[src/verilog/irq_src_pkg.sv]
package irq_src_pkg;
  localparam int NUM_ENDPOINTS = 5;
  localparam int NUM_DAC_PINS = 8;
  localparam int NUM_GPIO_PORTS = 4;
  localparam int PORT_WIDTH = 8;
  localparam int GPIO_PINS = NUM_GPIO_PORTS * PORT_WIDTH;
  // Vector addresses of the three shared requests
  localparam logic [15:0] VEC_DAC = 16'h0014;
  localparam logic [15:0] VEC_GPIO = 16'h0016;
  localparam logic [15:0] VEC_I2C = 16'h0018;
  localparam logic [15:0] VEC_NONE = 16'h0000;
  // Global enable bit that gates the parallel host port request
  localparam int GLOBAL_HOST_PORT_BIT = 5;
  localparam int GLOBAL_EN_WIDTH = 8;
  // Port configuration code for the mode with enables affecting CMOS drive
  localparam logic [1:0] PORT_CFG_CMOS_IRQ = 2'h2;
  typedef enum logic [2:0] {
    I2C_IDLE,
    I2C_SLAVE_RX,
    I2C_SLAVE_TX,
    I2C_MASTER_TX,
    I2C_MASTER_RX
  } i2c_mode_type;
endpackage

[src/verilog/pin_edge_lock.sv]
`timescale 1ns/1ps
// Shared pin request: OR of enabled, polarity-adjusted synchronised levels, rising edge
module pin_edge_lock #(
  parameter int WIDTH = 8
) (
  // Clock and reset
  input wire logic i_clk,
  input wire logic i_reset,
  // Pins and settings
  input wire logic [WIDTH-1:0] i_pins,
  input wire logic [WIDTH-1:0] i_enable,
  input wire logic [WIDTH-1:0] i_polarity,
  input wire logic i_block,
  // Result
  output logic o_trigger,
  output logic [WIDTH-1:0] o_level
);
  logic [WIDTH-1:0] sync1;
  logic [WIDTH-1:0] sync2;
  logic [WIDTH-1:0] sync3;
  logic [WIDTH-1:0] stable;
  logic combined;
  logic combined_q;

  always_ff @(posedge i_clk or posedge i_reset) begin
    if (i_reset) begin
      sync1 <= '0;
      sync2 <= '0;
      sync3 <= '0;
    end else begin
      sync1 <= i_pins;
      sync2 <= sync1;
      sync3 <= sync2;
    end
  end

  // Accept a change only when second and third stages agree
  always_ff @(posedge i_clk or posedge i_reset) begin
    if (i_reset) begin
      stable <= '0;
    end else begin
      for (int i = 0; i < WIDTH; i++) begin
        if (sync2[i] == sync3[i]) begin
          stable[i] <= sync3[i];
        end
      end
    end
  end

  // Negative polarity inverts the pin so a falling edge looks like a rising one
  assign combined = |(((stable ^ ~i_polarity)) & i_enable) & ~i_block;

  // Held high combined blocks all other pins until it drops
  always_ff @(posedge i_clk or posedge i_reset) begin
    if (i_reset) begin
      combined_q <= 1'b0;
      o_trigger <= 1'b0;
    end else begin
      combined_q <= combined;
      o_trigger <= combined & ~combined_q;
    end
  end

  always_ff @(posedge i_clk or posedge i_reset) begin
    if (i_reset) begin
      o_level <= '0;
    end else begin
      o_level <= stable;
    end
  end
endmodule

[src/verilog/peripheral_interrupt_sources.sv]
`timescale 1ns/1ps
// Contract
// - Five endpoint requests, one per endpoint.
// - Endpoint request on final handshake: host ack for IN, own ack for OUT.
// - IN transaction without host ack raises no endpoint request.
// - Each enabled analog-port pin interrupts on its selected edge.
// - All analog-port pin triggers share one vector; firmware reads pins.
// - After one analog pin triggers, others blocked until it returns or disabled.
// - No priority among analog pins; enables untouched by acknowledge.
// - Each enabled general pin interrupts; polarity chosen per port.
// - All general pin triggers share one vector.
// - After one general pin triggers, others blocked until return or disable.
// - No priority among general pins; enables untouched by acknowledge.
// - Enabled host parallel port owns general vector, blocks all general pin requests.
// - Host parallel port request gated only by global enable bit 5.
// - Unused bits' enables still steer CMOS output mode, also in config 10.
// - Slave receive interrupts per byte; first byte sets address flag.
// - Slave receive stop sets stop flag and interrupts unless ack was 0.
// - Slave transmit interrupts per byte; ack bit records master ack.
// - Master transmit interrupts per byte; master select cleared issues stop.
// - Master receive interrupts per byte; clearing master select stops.
// - Arbitration loss clears master select, sets flag, interrupts after stop.
// - Proceed bit cleared before interrupt for conditions one to four.
// - Each source event latched pending until serviced or reset; endpoint pending bits here clear only on reset.
// - Analog, general, serial requests use vectors 0x14, 0x16, 0x18; low first.
module peripheral_interrupt_sources
  import irq_src_pkg::*;
#(
  parameter int N_EP = irq_src_pkg::NUM_ENDPOINTS,
  parameter int N_DAC = irq_src_pkg::NUM_DAC_PINS,
  parameter int N_PORT = irq_src_pkg::NUM_GPIO_PORTS,
  parameter int P_W = irq_src_pkg::PORT_WIDTH
) (
  // Clock and reset
  input wire logic i_clk,
  input wire logic i_reset,
  // USB endpoint events from the serial interface engine
  input wire logic [N_EP-1:0] i_ep_in_host_ack,
  input wire logic [N_EP-1:0] i_ep_out_dev_ack,
  input wire logic [N_EP-1:0] i_ep_in_no_ack,
  input wire logic [N_EP-1:0] i_ep_irq_enable,
  // Analog port pins
  input wire logic [N_DAC-1:0] i_dac_pins,
  input wire logic [N_DAC-1:0] i_dac_irq_enable,
  input wire logic [N_DAC-1:0] i_dac_polarity,
  // General-purpose pins
  input wire logic [N_PORT*P_W-1:0] i_gpio_pins,
  input wire logic [N_PORT*P_W-1:0] i_gpio_irq_enable,
  input wire logic [N_PORT*2-1:0] i_port_config,
  // Host parallel port
  input wire logic i_host_parallel_port_enable,
  input wire logic [N_PORT*P_W-1:0] i_host_parallel_port_used,
  input wire logic i_host_parallel_port_event,
  // Global interrupt enable register
  input wire logic [irq_src_pkg::GLOBAL_EN_WIDTH-1:0] i_global_enable,
  // Serial bus engine
  input wire logic [2:0] i_i2c_mode,
  input wire logic i_i2c_byte_done,
  input wire logic i_i2c_first_byte,
  input wire logic i_i2c_stop_seen,
  input wire logic i_i2c_master_acked,
  input wire logic i_i2c_arb_lost,
  // Firmware writes to the serial status and control register
  input wire logic i_ctrl_write,
  input wire logic i_ctrl_proceed,
  input wire logic i_ctrl_master_select,
  input wire logic i_ctrl_ack,
  // CPU acknowledge
  input wire logic i_service,
  // Pending requests and vector
  output logic [N_EP-1:0] o_ep_pending,
  output logic o_dac_pending,
  output logic o_gpio_pending,
  output logic o_i2c_pending,
  output logic o_irq_request,
  output logic [15:0] o_vector,
  // Serial status bits
  output logic o_proceed,
  output logic o_bus_master_select,
  output logic o_arbitration_lost_flag,
  output logic o_addr_flag,
  output logic o_stop_flag,
  output logic o_ack,
  output logic o_issue_stop,
  // Pin levels for firmware and CMOS output mode
  output logic [N_DAC-1:0] o_dac_level,
  output logic [N_PORT*P_W-1:0] o_gpio_level,
  output logic [N_PORT*P_W-1:0] o_cmos_irq_mode
);
  import irq_src_pkg::*;

  localparam int GP_W = N_PORT * P_W;

  logic dac_trigger;
  logic gpio_trigger;
  logic [GP_W-1:0] gpio_polarity;
  logic host_event_q;
  logic host_trigger;
  logic arb_wait;
  logic i2c_event;
  logic byte_event;
  logic slave_stop;
  logic proceed_clear;
  logic [N_EP-1:0] ep_event;
  i2c_mode_type mode;

  // Codes past master receive are unused; treat them as idle
  always_comb begin
    mode = I2C_IDLE;
    if (i_i2c_mode <= I2C_MASTER_RX) begin
      mode = i2c_mode_type'(i_i2c_mode);
    end
  end

  // Per-port polarity from the port configuration low bit
  always_comb begin
    for (int p = 0; p < N_PORT; p++) begin
      gpio_polarity[p*P_W +: P_W] = {P_W{i_port_config[2*p]}};
    end
  end

  pin_edge_lock #(
    .WIDTH(N_DAC)
  ) dac_lock (
    .i_clk(i_clk),
    .i_reset(i_reset),
    .i_pins(i_dac_pins),
    .i_enable(i_dac_irq_enable),
    .i_polarity(i_dac_polarity),
    .i_block(1'b0),
    .o_trigger(dac_trigger),
    .o_level(o_dac_level)
  );

  pin_edge_lock #(
    .WIDTH(GP_W)
  ) gpio_lock (
    .i_clk(i_clk),
    .i_reset(i_reset),
    .i_pins(i_gpio_pins),
    .i_enable(i_gpio_irq_enable),
    .i_polarity(gpio_polarity),
    .i_block(i_host_parallel_port_enable),
    .o_trigger(gpio_trigger),
    .o_level(o_gpio_level)
  );

  // Host port event is on-chip logic, rising edge only
  always_ff @(posedge i_clk or posedge i_reset) begin
    if (i_reset) begin
      host_event_q <= 1'b0;
    end else begin
      host_event_q <= i_host_parallel_port_event;
    end
  end

  // Per-bit enables ignored; only global bit 5 gates it
  assign host_trigger = i_host_parallel_port_enable & i_host_parallel_port_event
    & ~host_event_q & i_global_enable[GLOBAL_HOST_PORT_BIT];

  // Enables keep steering CMOS mode on bits the host port leaves alone
  always_ff @(posedge i_clk or posedge i_reset) begin
    if (i_reset) begin
      o_cmos_irq_mode <= '0;
    end else begin
      for (int p = 0; p < N_PORT; p++) begin
        for (int b = 0; b < P_W; b++) begin
          o_cmos_irq_mode[p*P_W+b] <= i_gpio_irq_enable[p*P_W+b]
            & (i_port_config[2*p +: 2] == PORT_CFG_CMOS_IRQ)
            & ~(i_host_parallel_port_enable & i_host_parallel_port_used[p*P_W+b]);
        end
      end
    end
  end

  // Endpoint events: ack-terminated only, no-ack IN suppressed
  assign ep_event = (i_ep_in_host_ack & ~i_ep_in_no_ack) | i_ep_out_dev_ack;

  // Byte ends and slave-receive stops are conditions one to four
  assign byte_event = i_i2c_byte_done && mode != I2C_IDLE;
  assign slave_stop = i_i2c_stop_seen && mode == I2C_SLAVE_RX && o_ack;
  assign proceed_clear = byte_event || slave_stop;

  // Arbitration loss: flag and master select at once, request after stop
  always_ff @(posedge i_clk or posedge i_reset) begin
    if (i_reset) begin
      arb_wait <= 1'b0;
    end else if (i_i2c_arb_lost) begin
      arb_wait <= 1'b1;
    end else if (arb_wait && i_i2c_stop_seen) begin
      arb_wait <= 1'b0;
    end
  end

  // A firmware write in the stop cycle still clears the flag
  always_ff @(posedge i_clk or posedge i_reset) begin
    if (i_reset) begin
      o_arbitration_lost_flag <= 1'b0;
    end else if (i_i2c_arb_lost) begin
      o_arbitration_lost_flag <= 1'b1;
    end else if (i_ctrl_write) begin
      o_arbitration_lost_flag <= 1'b0;
    end
  end

  always_comb begin
    i2c_event = 1'b0;
    if (arb_wait && i_i2c_stop_seen && !i_i2c_arb_lost) begin
      i2c_event = 1'b1;
    end else if (byte_event) begin
      i2c_event = 1'b1;
    end else if (slave_stop) begin
      i2c_event = 1'b1;
    end
  end

  // Master select: firmware writes it; arbitration loss clears it
  always_ff @(posedge i_clk or posedge i_reset) begin
    if (i_reset) begin
      o_bus_master_select <= 1'b0;
      o_issue_stop <= 1'b0;
    end else begin
      o_issue_stop <= 1'b0;
      if (i_i2c_arb_lost) begin
        o_bus_master_select <= 1'b0;
      end else if (i_ctrl_write) begin
        o_bus_master_select <= i_ctrl_master_select;
        // Dropping master select in master mode ends the transfer with a stop
        if (o_bus_master_select && !i_ctrl_master_select
            && (mode == I2C_MASTER_TX || mode == I2C_MASTER_RX)) begin
          o_issue_stop <= 1'b1;
        end
      end
    end
  end

  // Proceed: hardware clear on byte events wins; firmware sets with one write
  always_ff @(posedge i_clk or posedge i_reset) begin
    if (i_reset) begin
      o_proceed <= 1'b0;
    end else if (proceed_clear) begin
      o_proceed <= 1'b0;
    end else if (i_ctrl_write) begin
      o_proceed <= i_ctrl_proceed;
    end
  end

  // Address flag; set wins over firmware write
  always_ff @(posedge i_clk or posedge i_reset) begin
    if (i_reset) begin
      o_addr_flag <= 1'b0;
    end else if (i_i2c_byte_done && mode == I2C_SLAVE_RX) begin
      o_addr_flag <= i_i2c_first_byte;
    end else if (i_ctrl_write) begin
      o_addr_flag <= 1'b0;
    end
  end

  // Stop flag; set wins over firmware write
  always_ff @(posedge i_clk or posedge i_reset) begin
    if (i_reset) begin
      o_stop_flag <= 1'b0;
    end else if (slave_stop) begin
      o_stop_flag <= 1'b1;
    end else if (i_ctrl_write) begin
      o_stop_flag <= 1'b0;
    end
  end

  // Ack bit: master's ack in slave transmit, otherwise firmware value
  always_ff @(posedge i_clk or posedge i_reset) begin
    if (i_reset) begin
      o_ack <= 1'b0;
    end else if (i_i2c_byte_done && mode == I2C_SLAVE_TX) begin
      o_ack <= i_i2c_master_acked;
    end else if (i_ctrl_write) begin
      o_ack <= i_ctrl_ack;
    end
  end

  // No endpoint vector in this block, so only reset clears these
  always_ff @(posedge i_clk or posedge i_reset) begin
    if (i_reset) begin
      o_ep_pending <= '0;
    end else begin
      for (int e = 0; e < N_EP; e++) begin
        if (ep_event[e] && i_ep_irq_enable[e]) begin
          o_ep_pending[e] <= 1'b1;
        end
      end
    end
  end

  // New events win over the service clear
  always_ff @(posedge i_clk or posedge i_reset) begin
    if (i_reset) begin
      o_dac_pending <= 1'b0;
    end else if (dac_trigger) begin
      o_dac_pending <= 1'b1;
    end else if (i_service && o_vector == VEC_DAC) begin
      o_dac_pending <= 1'b0;
    end
  end

  always_ff @(posedge i_clk or posedge i_reset) begin
    if (i_reset) begin
      o_gpio_pending <= 1'b0;
    end else if (gpio_trigger || host_trigger) begin
      o_gpio_pending <= 1'b1;
    end else if (i_service && o_vector == VEC_GPIO) begin
      o_gpio_pending <= 1'b0;
    end
  end

  always_ff @(posedge i_clk or posedge i_reset) begin
    if (i_reset) begin
      o_i2c_pending <= 1'b0;
    end else if (i2c_event) begin
      o_i2c_pending <= 1'b1;
    end else if (i_service && o_vector == VEC_I2C) begin
      o_i2c_pending <= 1'b0;
    end
  end

  // Fixed priority: lowest vector served first
  always_ff @(posedge i_clk or posedge i_reset) begin
    if (i_reset) begin
      o_vector <= VEC_NONE;
      o_irq_request <= 1'b0;
    end else begin
      o_irq_request <= o_dac_pending | o_gpio_pending | o_i2c_pending;
      if (o_dac_pending && !(i_service && o_vector == VEC_DAC)) begin
        o_vector <= VEC_DAC;
      end else if (o_gpio_pending && !(i_service && o_vector == VEC_GPIO)) begin
        o_vector <= VEC_GPIO;
      end else if (o_i2c_pending && !(i_service && o_vector == VEC_I2C)) begin
        o_vector <= VEC_I2C;
      end else begin
        o_vector <= VEC_NONE;
      end
    end
  end
endmodule

[config.mk]
export PLATFORM = sky130hd
export DESIGN_NAME = peripheral_interrupt_sources
export DESIGN_NICKNAME = d
export VERILOG_FILES = /design/src/verilog/irq_src_pkg.sv /design/src/verilog/pin_edge_lock.sv /design/src/verilog/peripheral_interrupt_sources.sv
export SDC_FILE = /design/constraint.sdc
export NUM_CORES = 1
export LEC_CHECK = 0
export ABC_CLOCK_PERIOD_IN_PS = 12000
export BUFFER_PORTS_ARGS = -buffer_cell sky130_fd_sc_hd__buf_4
export CORE_MARGIN = 2
export CORE_UTILIZATION = 25
export CTS_CLUSTER_DIAMETER = 120
export DETAILED_ROUTE_END_ITERATION = 6
export GPL_TIMING_DRIVEN = 0
export SLEW_MARGIN = 25
export SYNTH_ARGS = -nofsm -noshare
export SYNTH_HDL_FRONTEND = slang
export SYNTH_SLANG_ARGS = --single-unit
[constraint.sdc]
create_clock -name i_clk -period 12 [get_ports i_clk]
set_input_delay 0.6 -clock i_clk [delete_from_list [all_inputs] [get_ports i_clk]]
set_output_delay 0.6 -clock i_clk [all_outputs]
set_load 0.05 [all_outputs]
# Yosys cells after proc, flatten, opt, wreduce, memory -nomap -nowiden
# Index checks and enable logic that the tools add are counted.
# Widths: inputs -> output; s select.
[totals] register_bits=270 wordCells=341 inputBits=173 output_inout_bits=104
[classes] order_cmp=1 n_bitwise=149 mux=28 reduce_logical=40 eq_ne=51
[op_table] cell="$and 1x1->1" count=102
[op_table] cell="$eq 16x5->1 const B" count=3
[op_table] cell="$eq 1x1->1" count=40
[op_table] cell="$not 1->1" count=36
[op_table] cell="$and 32x32->32" count=1
[op_table] cell="$not 32->32" count=1
[op_table] cell="$reduce_or 32->1" count=1
[op_table] cell="$xor 32x32->32" count=1
[op_table] cell="$mux 1" count=24
[op_table] cell="$logic_and 1x1->1" count=20
[op_table] cell="$reduce_bool 2->1" count=9
[op_table] cell="$mux 5" count=3
[op_table] cell="$and 8x8->8" count=1
[op_table] cell="$eq 2x2->1 const B" count=4
[op_table] cell="$not 8->8" count=1
[op_table] cell="$reduce_or 8->1" count=1
[op_table] cell="$xor 8x8->8" count=1
[op_table] cell="$eq 3x2->1 const B" count=2
[op_table] cell="$and 5x5->5" count=1
[op_table] cell="$logic_not 1->1" count=5
[op_table] cell="$not 5->5" count=1
[op_table] cell="$or 5x5->5" count=1
[op_table] cell="$eq 3x1->1 const B" count=1
[op_table] cell="$eq 3x3->1 const B" count=1
[op_table] cell="5 further kinds" count=8

# Logic depth before layout (Yosys ltp)
# Gate-level depths: netlist of run 1.
[depth] word_depth=9 ltp_mapped=6 ltp_nobuf=5

# Modules after synthesis
# Synthesis of run 1 repeated with hierarchy kept, for this count alone.
[unflattened] hier_cells=520 hier_area_um2=8306.7
[modules_own_cells] module="pin_edge_lock (gpio_lock)" n_inst=1 seq_area_each_um2=4053.9 cells_per_inst=250 area_each_um2=4824.6
[modules_own_cells] module="peripheral_interrupt_sources" n_inst=1 seq_area_each_um2=1351.3 cells_per_inst=204 area_each_um2=2223.4
[modules_own_cells] module="pin_edge_lock (dac_lock)" n_inst=1 seq_area_each_um2=1051.0 cells_per_inst=66 area_each_um2=1258.7

# Worst setup path before layout of run 1
# OpenSTA, ideal clock, no wires.
[synth_path] path_type="input -> register" startpoint="in i_port_config[0]" endpoint="reg gpio_lock.o_trigger" path_buffers=1 path_stages=6 setup_ps=138 arrival_time_ps=1436 t_required_ps=11862 path_slack_ps=10426 path_cell_list="buf_6 > xnor2_1 > a22oi_1 > nand2_1 > nor4_2 > a211oi_1"
[synth_via] elab_chain_len=6
[synth_lines] element="from (decl)" line_no="peripheral_interrupt_sources.sv:49" rtl="input wire logic [N_PORT*2-1:0] i_port_config,"
[synth_lines] element="$not 32->32" line_no="pin_edge_lock.sv:51" rtl="assign combined = |(((stable ^ ~i_polarity)) & i_enable) & ~i_block;"
[synth_lines] element="$xor 32x32->32" line_no="pin_edge_lock.sv:51"
[synth_lines] element="$and 32x32->32" line_no="pin_edge_lock.sv:51"
[synth_lines] element="$reduce_or 32->1" line_no="pin_edge_lock.sv:51"
[synth_lines] element="$and 1x1->1" line_no="pin_edge_lock.sv:51"
[synth_lines] element="$and 1x1->1" line_no="pin_edge_lock.sv:60" rtl="o_trigger <= combined & ~combined_q;"
[synth_lines] element="to (signal assigned)" line_no="pin_edge_lock.sv:60"
[synth_lines] element="to (decl)" line_no="pin_edge_lock.sv:15" rtl="output logic o_trigger,"
# Every way passes these cells.
# A chain may end at the register's enable or synchronous reset.

# Final worst setup path of run 1
[layout_path] startpoint="reg o_dac_pending" endpoint="out o_dac_pending"
[layout_lines] element="from (decl)" line_no="peripheral_interrupt_sources.sv:72" rtl="output logic o_dac_pending,"
[layout_lines] element="from (signal assigned)" line_no="peripheral_interrupt_sources.sv:297" rtl="o_dac_pending <= 1'b0;"
[layout_lines] element="from (signal assigned)" line_no="peripheral_interrupt_sources.sv:299" rtl="o_dac_pending <= 1'b1;"
[layout_lines] element="from (signal assigned)" line_no="peripheral_interrupt_sources.sv:301" rtl="o_dac_pending <= 1'b0;"
# No word-level cell between the ends.

==> parameters.txt, run 1 <==
Parameter                              Value

Status
  Run status    complete, no violations

Floorplanning
  Die span in x    ~190 µm
  I/O pin count    277
  Die area    between 30000 and 40000 µm²
  Die height    187 µm
  Initial standard-cell utilization of the core    0.255
  Total number of placement rows    between 60 and 70
  Core footprint    32700 µm²

Synthesis
  Post-synthesis sequential element count    roughly 260
  Synth Warn #    0
  Synthesized area per cell    about 15 µm²
  Number of enable-type register cells in the synthesized netlist    0
  Cell variety after synth    41
  Top post-synthesis cells by area    dfrtp_1 77%, maj3_1 4.8%, and3_1 2.4%, nand2_1 1.8%, inv_1 1.7%
  Flip-flop cell with the highest count after synthesis    dfrtp_1
  Area share of the largest cell type after synthesis    0.774
  Cell taking the most area after synthesis    dfrtp_1
  Sequential fraction of the synthesis area    0.774
  Synth top cells by count    258 x dfrtp_1, 40 x maj3_1, 39 x nand2_1, 38 x inv_1, 32 x and3_1
  Syn Inst Count    roughly 550
  Summed instance area of the synthesized netlist    around 8300 µm²
  Fraction of registers with async set/reset    1.00
  Most frequent cell after synthesis    dfrtp_1

Clock tree
  CTS tree    done
  Post-CTS clock slew at the launch and capture registers of the worst setup and hold paths    around 60 ps
  Gates resized, CTS repair    0
  Post-CTS Setup Repair Bufs    0
  Root Driver    clkbuf_16
  Buffers from clock root to sink, at most    3
  Deepest level of the CTS H-tree    1
  Hold-fix buffer count after cts    0
  TritonCTS Sinks    approximately 260
  Insertion delay of the later-clocked pin in the worst-skew pair    530 ps
  Clock buffer count from CTS    29

Timing
  Worst max-slew margin expressed relative to the limit    0.377
  Post-route minimum period    between 1500 and 2000 ps
  Fraction of the cycle the final worst path needs    0.147
  Final slew viol count    0
  Post-route setup TNS    0 ps
  Transition time of the tightest slew-check pin    ~930 ps
  Unrepaired setup endpoints after global routing    false
  Final Skew    5.54 ps
  Setup violation total in the final timing report    0
  Number of endpoints with negative hold slack in the final report    0
  Fmax    roughly 0.57 GHz

Worst setup path
  Combined buffer and inverter count along the critical path    1
  Endpoint of the worst register-to-register path    gpio_lock.o_trigger
  Data arrival time of the critical path    1160 ps
  Critical-path top delay cell    dfrtp_1
  Category of cells accounting for the largest share of critical-path delay    flip-flops
  Required time worst endpoint    around 11000 ps
  Kind of end point of the critical path    output pin
  Worst setup path category    register to output pin
  Setup crit start kind    register
  Setup slack of the most critical reg-to-reg path    10320 ps
  Largest stage delay on the critical path    410 ps
  Depth of the worst register-to-register path    5
  Largest driver fanout on the critical path    5
  Crit path cell chain    buf_4
  Worst flop-to-flop path startpoint    gpio_lock.stable[1]

Global routing
  Largest net degree at the start of global routing    100
  Congestion Overflow GR    0
  Via count of the first global-routing pass    5500
  Total routing resource utilization after global routing    0.117
  Wire length of the first global-routing pass    between 30000 and 40000 µm
  Initial antenna violation count    2

Route
  Length of the first detailed-routing pass in iterations    4
  Vias    5260
  Routed wire length    just over 20000 µm
  Via/cell ratio    just over 4
  Detail Route Antenna Nets    0
  Detailed Route Iter0 Violations    about 230
  # DRC    0
  WL/cell    approximately 16 µm

Power and ir drop
  Final Total Pwr    around 2.3 mW
  Static Leak    between 5 and 6 nW
  Worst vdd rail ir drop    between 0.09 and 0.1 mV
  Total power divided by cell area    about 190 nW/µm²

Placement
  Final estimated routing congestion in global placement    slightly below 0.8
  Number of buffer cells added on primary ports    between 200 and 300
  HPWL Detailed    ~15000 µm

Run
  Max Cap Violations    0

Cells and area
  Number of filler instances in the final layout    3200
  P&R area growth vs syn    43.9%
  ANT cells    0
  Fraction of final layout cells sized beyond drive strength 1    0.377
  Final-stage net count    around 1000

Hold path
  Hold Path Class    primary input to asynchronous set/reset pin
## power by group
part           switching [mW]  internal, mW
clock network           0.357         0.649
logic                   0.184         0.109
registers              0.0383         0.933
total                   0.579          1.69
## metrics by stage
| step | util | worst slack (ps) | std cells | instance area [µm²] | hold WS [ps] |
|---|---|---|---|---|---|
| global route | 0.367 | 10130 | 1306 | 12000 | 118 |
| floorplan | - | 4300 | 556 | 8380 | 331 |
| finish | 0.367 | 10240 | 1306 | 12000 | 101 |
| detailed placement | 0.333 | 9670 | 1253 | 10900 | 335 |
| CTS | 0.367 | 10200 | 1306 | 12000 | 88.9 |
| global placement | 0.331 | 1340 | 1251 | 10800 | 332 |
## cells by family after synthesis
kind of cell	share of synthesized area
simple gates	0.0720
other cells	0.000450
flops	0.774
mux	0.00480
fa+ha+maj	0.0480
xor+xnor	0.0126
buf+inv	0.0326
compound gates	0.0555
## worst register-to-register path, cell delays in order, from the launching register on
cell      delay (ps)
dfrtp_1          430
xnor2_1          150
a22oi_1          240
nand2_1          170
nor4_2           400
a211oi_1         130
## how the worst max path moves through the flow
stage | start | end | slack (ps) | depth (start not counted)
2_1_floorplan | i_reset | arb_wait | 4300 | 1
3_5_place_dp | i_host_parallel_port_enable | o_cmos_irq_mode[1] | 9670 | 4
3_3_place_gp | i_reset | gpio_lock.stable[13] | 1340 | 2
5_1_grt | gpio_lock.stable[1] | gpio_lock.o_trigger | 10130 | 5
4_1_cts | o_vector[1] | o_vector[1] | 10200 | 1
6_report | o_dac_pending | o_dac_pending | 10240 | 1
## metal layers
layer | track usage | vias up | share of wire
li1 | - | 2436 | -
met1 | 0.148 | 2613 | 0.42
met2 | 0.197 | 165 | 0.49
met3 | 0.0290 | 44 | 0.061
met4 | 0.0403 | 2 | 0.031
met5 | 0 | - | 0.00063
## sequential cells by signal, indices dropped and copies added (netlist names), 32 cells and up
register / flops
gpio_lock.o_level: 32
gpio_lock.stable: 32
gpio_lock.sync1: 32
gpio_lock.sync2: 32
gpio_lock.sync3: 32
o_cmos_irq_mode: 32
## final cells by class
cell class	instances	area, µm²	share of cell area
Timing Repair Buffer	255	1950	0.163
Clock buffer	33	761	0.0634
Tap cell	442	553	0.0461
Buffer	19	125	0.0104
Sequential cell	258	6460	0.538
Multi-Input combinational cell	240	1650	0.138
Clock inverter	20	345	0.0288
Inverter	39	154	0.0128
## layout by cell type (no fill, tap or decap), drive strengths merged, types with 2 or more instances in the layout
| master | n |
|---|---|
| a21o | 3 |
| clkinvlp | 2 |
| nor2b | 9 |
| mux2i | 4 |
| dfrtp | 258 |
| bufinv | 9 |
| conb | 12 |
| a221oi | 16 |
| buf | 269 |
| clkinv | 8 |
| nand2b | 6 |
| xnor2 | 12 |
| maj3 | 40 |
| nand3 | 5 |
| o31a | 3 |
| a21oi | 3 |
| o21ai | 9 |
| and3 | 32 |
| or2 | 2 |
| nand2 | 39 |
| a22oi | 12 |
| nor4 | 2 |
| o22ai | 10 |
| clkbuf | 38 |
| inv | 40 |
| nand4 | 3 |
| nor2 | 5 |
Note: power is estimated with default switching activity, not from simulation.
==> run 2, diff against run 1 <==
--- a/config.mk
+++ b/config.mk
@@ -5,7 +5,7 @@
 export SDC_FILE = /design/constraint.sdc
 export NUM_CORES = 1
 export LEC_CHECK = 0
-export ABC_CLOCK_PERIOD_IN_PS = 12000
+export ABC_CLOCK_PERIOD_IN_PS = 1600
 export BUFFER_PORTS_ARGS = -buffer_cell sky130_fd_sc_hd__buf_4
 export CORE_MARGIN = 2
 export CORE_UTILIZATION = 25
==> constraint.sdc (replaced) <==
create_clock -name i_clk -period 1.6 [get_ports i_clk]
set_input_delay 0.08 -clock i_clk [delete_from_list [all_inputs] [get_ports i_clk]]
set_output_delay 0.08 -clock i_clk [all_outputs]
set_load 0.05 [all_outputs]
==> parameters.txt, run 2 (synthesis gave the netlist of run 1 again) <==
Parameter                              Value

Floorplanning
  I/O pin count    277 (unchanged)
  Core footprint    32700 µm² (unchanged)
  Die height    187 µm (unchanged)
  Die span in x    187 µm (unchanged)
  Die area    34800 µm² (unchanged)
  Total number of placement rows    66 (unchanged)
  Initial standard-cell utilization of the core    0.255 (unchanged)

Placement
  Cell Area, Placed    11000 µm² (+1.2%)
  Setup slack after placement    -91.5 ps (-9760 ps)
  Final estimated routing congestion in global placement    0.787 (+0.29%)
  HPWL Detailed    15300 µm (+1.2%)
  Placed cell count    1260 (+0.56%)
  Number of buffer cells added on primary ports    253 (unchanged)

Clock tree
  Clock buffer count from CTS    28 (-3.4%)
  Insertion delay of the later-clocked pin in the worst-skew pair    540 ps (about the same)
  Root Driver    clkbuf_16
  Deepest level of the CTS H-tree    1 (unchanged)
  Buffers from clock root to sink, at most    3 (unchanged)
  Post-CTS clock slew at the launch and capture registers of the worst setup and hold paths    60 ps (about the same)
  TritonCTS Sinks    258 (unchanged)
  CTS tree    done

Hold path
  Hold Path Class    primary input to register

Global routing
  Wire length of the first global-routing pass    34400 µm (+8.1%)
  Initial antenna violation count    0 (-2)
  Congestion Overflow GR    0 (unchanged)
  Via count of the first global-routing pass    6169 (+12%)
  Total routing resource utilization after global routing    0.125 (+0.00775)
  Largest net degree at the start of global routing    33 (-67%)

Timing
  Fmax    0.643 GHz
  Fraction of the cycle the final worst path needs    0.972
  Setup violation total in the final timing report    0 (unchanged)
  Hold Worst Slack    39.5 ps (-61.1 ps)
  Unrepaired setup endpoints after global routing    false
  Final Skew    20.1 ps (+14.6 ps)
  Worst max-slew margin expressed relative to the limit    0.512 (+0.135)
  Post-route setup TNS    0 ps (unchanged)
  Transition time of the tightest slew-check pin    731 ps (-203 ps)
  Post-route minimum period    roughly 1600 ps
  Final slew viol count    0 (unchanged)
  Number of endpoints with negative hold slack in the final report    0 (unchanged)
  Worst path setup slack after routing    44.8 ps (-10200 ps)

Cells and area
  Fraction of final layout cells sized beyond drive strength 1    0.335 (-0.0420)
  P&R area growth vs syn    63.6%
  Commonest cells after routing, fill and taps aside    267 x buf_4, 258 x dfrtp_1, 151 x dlygate4sd3_1
  Final-stage net count    1174 (+16%)
  Core occupancy in the finished layout    0.417 (+0.0502)
  Layout Cells excl Fill    1466 (+12%)
  Most common cell after layout, fill and taps aside    buf_4
  Final standard cell area without fillers    13600 µm² (+14%)
  Number of filler instances in the final layout    3002 (-6.2%)

Worst setup path
  Worst setup path category    primary input to register
  Required time worst endpoint    2030 ps (-9370 ps)
  Largest driver fanout on the critical path    1 (-4)
  Setup crit start kind    primary input
  Kind of end point of the critical path    register
  Data arrival time of the critical path    1980 ps (+820 ps)

Power and ir drop
  Final Total Pwr    16.8 mW (+640%)
  Worst vdd rail ir drop    0.759 mV (+740%)
  Total power divided by cell area    1230 nW/µm² (+550%)
  Static Leak    6.50 nW (+13%)

Status
  Run status    complete, no violations

Route
  Detailed Route Iter0 Violations    261 (+15%)
  Detail Route Antenna Nets    0 (unchanged)
  # DRC    0 (unchanged)
  Vias    5842 (+11%)
  Via/cell ratio    3.98 (-1.1%)
  Length of the first detailed-routing pass in iterations    4 (unchanged)
  WL/cell    15.0 µm (-4.6%)
  Routed wire length    22100 µm (+7.1%)

Run
  Max Cap Violations    0 (unchanged)
[run 2: timing repair]
item | in CTS | in global routing
hold endpoints to repair | 162 | 0
pin swaps | 0 | 1
buffers inserted | 0 | 2
gates resized for setup | 4 | 13
hold buffers | 151 | 0
setup endpoints to repair | 2 | 6
[run 2: power breakdown]
| part | switching [mW] | internal (mW) |
|---|---|---|
| Sequential | 0.298 | 7.00 |
| Combinational | 1.48 | 1.09 |
| Clock | 2.56 | 4.40 |
| Total | 4.34 | 12.5 |
[run 2: routing by layer]
layer | global-route usage | part of all wire
met1 | 0.154 | 0.41
met5 | 0 | 0
met4 | 0.0418 | 0.025
met3 | 0.0286 | 0.064
met2 | 0.216 | 0.50
[run 2: worst max-delay path, cell delays in order]
cell and delay (ps):
dlygate4sd3_1 550, buf_4 140, nand2_1 40, dlygate4sd3_1 530
o21ai_0 80, dlygate4sd3_1 570
[run 2: final timing paths]
path	end	from	cells after the start	slack [ps]
setup / recovery	o_ack	i_i2c_master_acked	6	40
hold / removal	o_proceed	i_i2c_byte_done	4	40
setup reg to reg	gpio_lock.o_trigger	gpio_lock.stable[18]	5	90
hold reg to reg	gpio_lock.sync2[23]	gpio_lock.sync1[23]	0	350
max in group asynchronous	o_cmos_irq_mode[10]	i_reset	7	270
min in group asynchronous	dac_lock.o_level[7]	i_reset	3	150
[run 2: final cells by class]
| class | instances | area, µm² | area share |
|---|---|---|---|
| diodes | 1 | 2.50 | 0.000183 |
| plain buffers | 19 | 128 | 0.00935 |
| clock buffers | 40 | 827 | 0.0606 |
| clock inverters | 12 | 193 | 0.0141 |
| inverters | 39 | 150 | 0.0110 |
| multi-input cells | 240 | 1720 | 0.126 |
| flip-flops and latches | 258 | 6460 | 0.473 |
| well taps | 442 | 553 | 0.0405 |
| repair buffers | 415 | 3610 | 0.265 |
==> run 3, diff against run 2 <==
--- a/config.mk
+++ b/config.mk
@@ -11,7 +11,9 @@
 export CORE_UTILIZATION = 25
 export CTS_CLUSTER_DIAMETER = 120
 export DETAILED_ROUTE_END_ITERATION = 6
+export GPL_ROUTABILITY_DRIVEN = 0
 export GPL_TIMING_DRIVEN = 0
+export PLACE_DENSITY = 0.55
 export SLEW_MARGIN = 25
 export SYNTH_ARGS = -nofsm -noshare
 export SYNTH_HDL_FRONTEND = slang
==> parameters.txt, run 3 (synthesis gave the netlist of run 1 again) <==
Parameter                              Value

Floorplanning
  I/O pin count    277 (unchanged)
  Initial standard-cell utilization of the core    0.255 (unchanged)
  Die area    34800 µm² (unchanged)
  Total number of placement rows    66 (unchanged)
  Die height    187 µm (unchanged)
  Die span in x    187 µm (unchanged)
  Core footprint    32700 µm² (unchanged)

Placement
  Setup slack after placement    -150 ps (-58.4 ps)
  HPWL Detailed    15200 µm (-0.93%)
  Placed cell count    1260 (unchanged)
  Number of buffer cells added on primary ports    253 (unchanged)

Timing
  Post-route setup TNS    0 ps (unchanged)
  Final Skew    6.44 ps (-13.7 ps)
  Post-route minimum period    1530 ps (-27.7 ps)
  Fraction of the cycle the final worst path needs    0.955 (-0.0173)
  Transition time of the tightest slew-check pin    778 ps (+47.1 ps)
  Fmax    0.655 GHz (+1.8%)
  Worst max-slew margin expressed relative to the limit    0.480 (-0.0314)
  Unrepaired setup endpoints after global routing    false
  Worst path setup slack after routing    72.5 ps (+27.7 ps)
  Setup violation total in the final timing report    0 (unchanged)
  Final slew viol count    0 (unchanged)
  Number of endpoints with negative hold slack in the final report    0 (unchanged)

Power and ir drop
  Static Leak    6.49 nW (-0.19%)
  Worst vdd rail ir drop    0.696 mV (-8.3%)
  Total power divided by cell area    1230 nW/µm² (-0.61%)

Route
  Via/cell ratio    3.95 (-0.75%)
  Detail Route Antenna Nets    0 (unchanged)
  Length of the first detailed-routing pass in iterations    4 (unchanged)
  Detailed Route Iter0 Violations    200 (-23%)
  Routed wire length    21900 µm (-0.58%)
  WL/cell    15.0 µm (-0.51%)
  Vias    5794 (-0.82%)
  # DRC    0 (unchanged)

Status
  Run status    complete, no violations

Cells and area
  Commonest cells after routing, fill and taps aside    266 x buf_4, 258 x dfrtp_1, 152 x dlygate4sd3_1
  ANT cells    0 (-1)
  Core occupancy in the finished layout    0.416 (-0.000803)
  Final-stage net count    1174 (unchanged)
  P&R area growth vs syn    63.3%
  Fraction of final layout cells sized beyond drive strength 1    0.335 (unchanged)
  Layout Cells excl Fill    1465 (-0.068%)
  Most common cell after layout, fill and taps aside    buf_4

Clock tree
  Buffers from clock root to sink, at most    3 (unchanged)
  Post-CTS clock slew at the launch and capture registers of the worst setup and hold paths    60 ps (about the same)
  TritonCTS Sinks    258 (unchanged)
  CTS tree    done
  Deepest level of the CTS H-tree    1 (unchanged)
  Insertion delay of the later-clocked pin in the worst-skew pair    530 ps (about the same)
  Root Driver    clkbuf_16
  Clock buffer count from CTS    29 (+3.6%)

Run
  Max Cap Violations    0 (unchanged)

Global routing
  Total routing resource utilization after global routing    0.127 (+0.00216)
  Congestion Overflow GR    0 (unchanged)
  Via count of the first global-routing pass    6356 (+3.0%)
  Initial antenna violation count    1 (+1)
  Largest net degree at the start of global routing    32 (-3.0%)
  Wire length of the first global-routing pass    35000 µm (+1.7%)

Hold path
  End point of the worst hold path    dac_lock.combined_q
  Beginning of the worst hold path    i_dac_polarity[7]
  Worst hold path cell count    4 (unchanged)
  Hold Path Class    primary input to register

Worst setup path
  Endpoint of the worst register-to-register path    gpio_lock.o_trigger
  Depth of the worst register-to-register path    4 (-1)
  Kind of end point of the critical path    register
  Largest driver fanout on the critical path    4 (+3)
  Required time worst endpoint    2000 ps (-30 ps)
  Data arrival time of the critical path    1920 ps (-60 ps)
  Worst flop-to-flop path startpoint    gpio_lock.stable[12]
  Setup crit start kind    register
  Setup slack of the most critical reg-to-reg path    70 ps (-20 ps)
  Worst setup path category    register to register
==> run 3: changes by cell type in the layout (fill, tap and decap cells not counted), sizes merged <==
cell         change
clkinvlp         +6
clkbuf           -2
clkinv           -2
buf              -1
bufinv           -1
diode            -1
dlygate4sd3      +1
inv              -1
==> run 3: area by class of cell <==
type | instances | area (µm²)
Inverter | 39 | 150
Sequential cell | 258 | 6460
Fill cell | 3086 | 19100
Clock buffer | 39 | 813
Timing Repair Buffer | 415 | 3610
Buffer | 18 | 124
Multi-Input combinational cell | 240 | 1720
Tap cell | 442 | 553
Clock inverter | 14 | 193
==> run 3: routing by layer <==
metal	routed length, µm	GRT usage	part of all wire
met3	1160	0.0254	0.053
met2	10800	0.215	0.49
met5	0	0	0
met4	775	0.0504	0.035
met1	9190	0.160	0.42
==> run 3: worst max-delay path, stage by stage, from the launching register on <==
cell and delay [ps]:
dfrtp_1 410, a221oi_1 420, o22ai_2 190, nor4_2 260, a211oi_1 110
==> run 3: report_power, final <==
part | internal (mW) | switching, mW | leakage [nW]
Clock | 4.21 | 2.62 | 0.473
Sequential | 7.00 | 0.291 | 3.06
Combinational | 1.08 | 1.48 | 2.96
==> run 3: worst max path at each step <==
stage	start	end	slack [ps]	cells after the start
global placement	i_reset	gpio_lock.sync2[11]	-3530	2
global route	gpio_lock.stable[27]	gpio_lock.o_trigger	6	5
floorplan	i_reset	arb_wait	-1880	1
finish	gpio_lock.stable[12]	gpio_lock.o_trigger	70	4
CTS	gpio_lock.stable[27]	gpio_lock.o_trigger	10	5
detailed placement	gpio_lock.stable[1]	gpio_lock.o_trigger	-150	5
==> run 3: stage by stage <==
| stage | area, µm² | total power, mW | hold WS, ps |
|---|---|---|---|
| 2_1_floorplan | 8390 | 8.67 | 111 |
| 4_1_cts | 13600 | 16.9 | 17.3 |
| 3_5_place_dp | 11000 | 9.68 | 112 |
| 5_1_grt | 13600 | 17.5 | 55.5 |
| 6_report | 13600 | 16.7 | 62.1 |
| 3_3_place_gp | 10800 | 9.60 | 190 |
==> run 3: what timing repair did <==
item,4_1_cts,5_1_grt
pin swaps,1,0
setup buffers,1,0
endpoints found under the setup margin,2,5
hold endpoints to repair,185,1
resized for setup,5,9
hold buffers,150,3
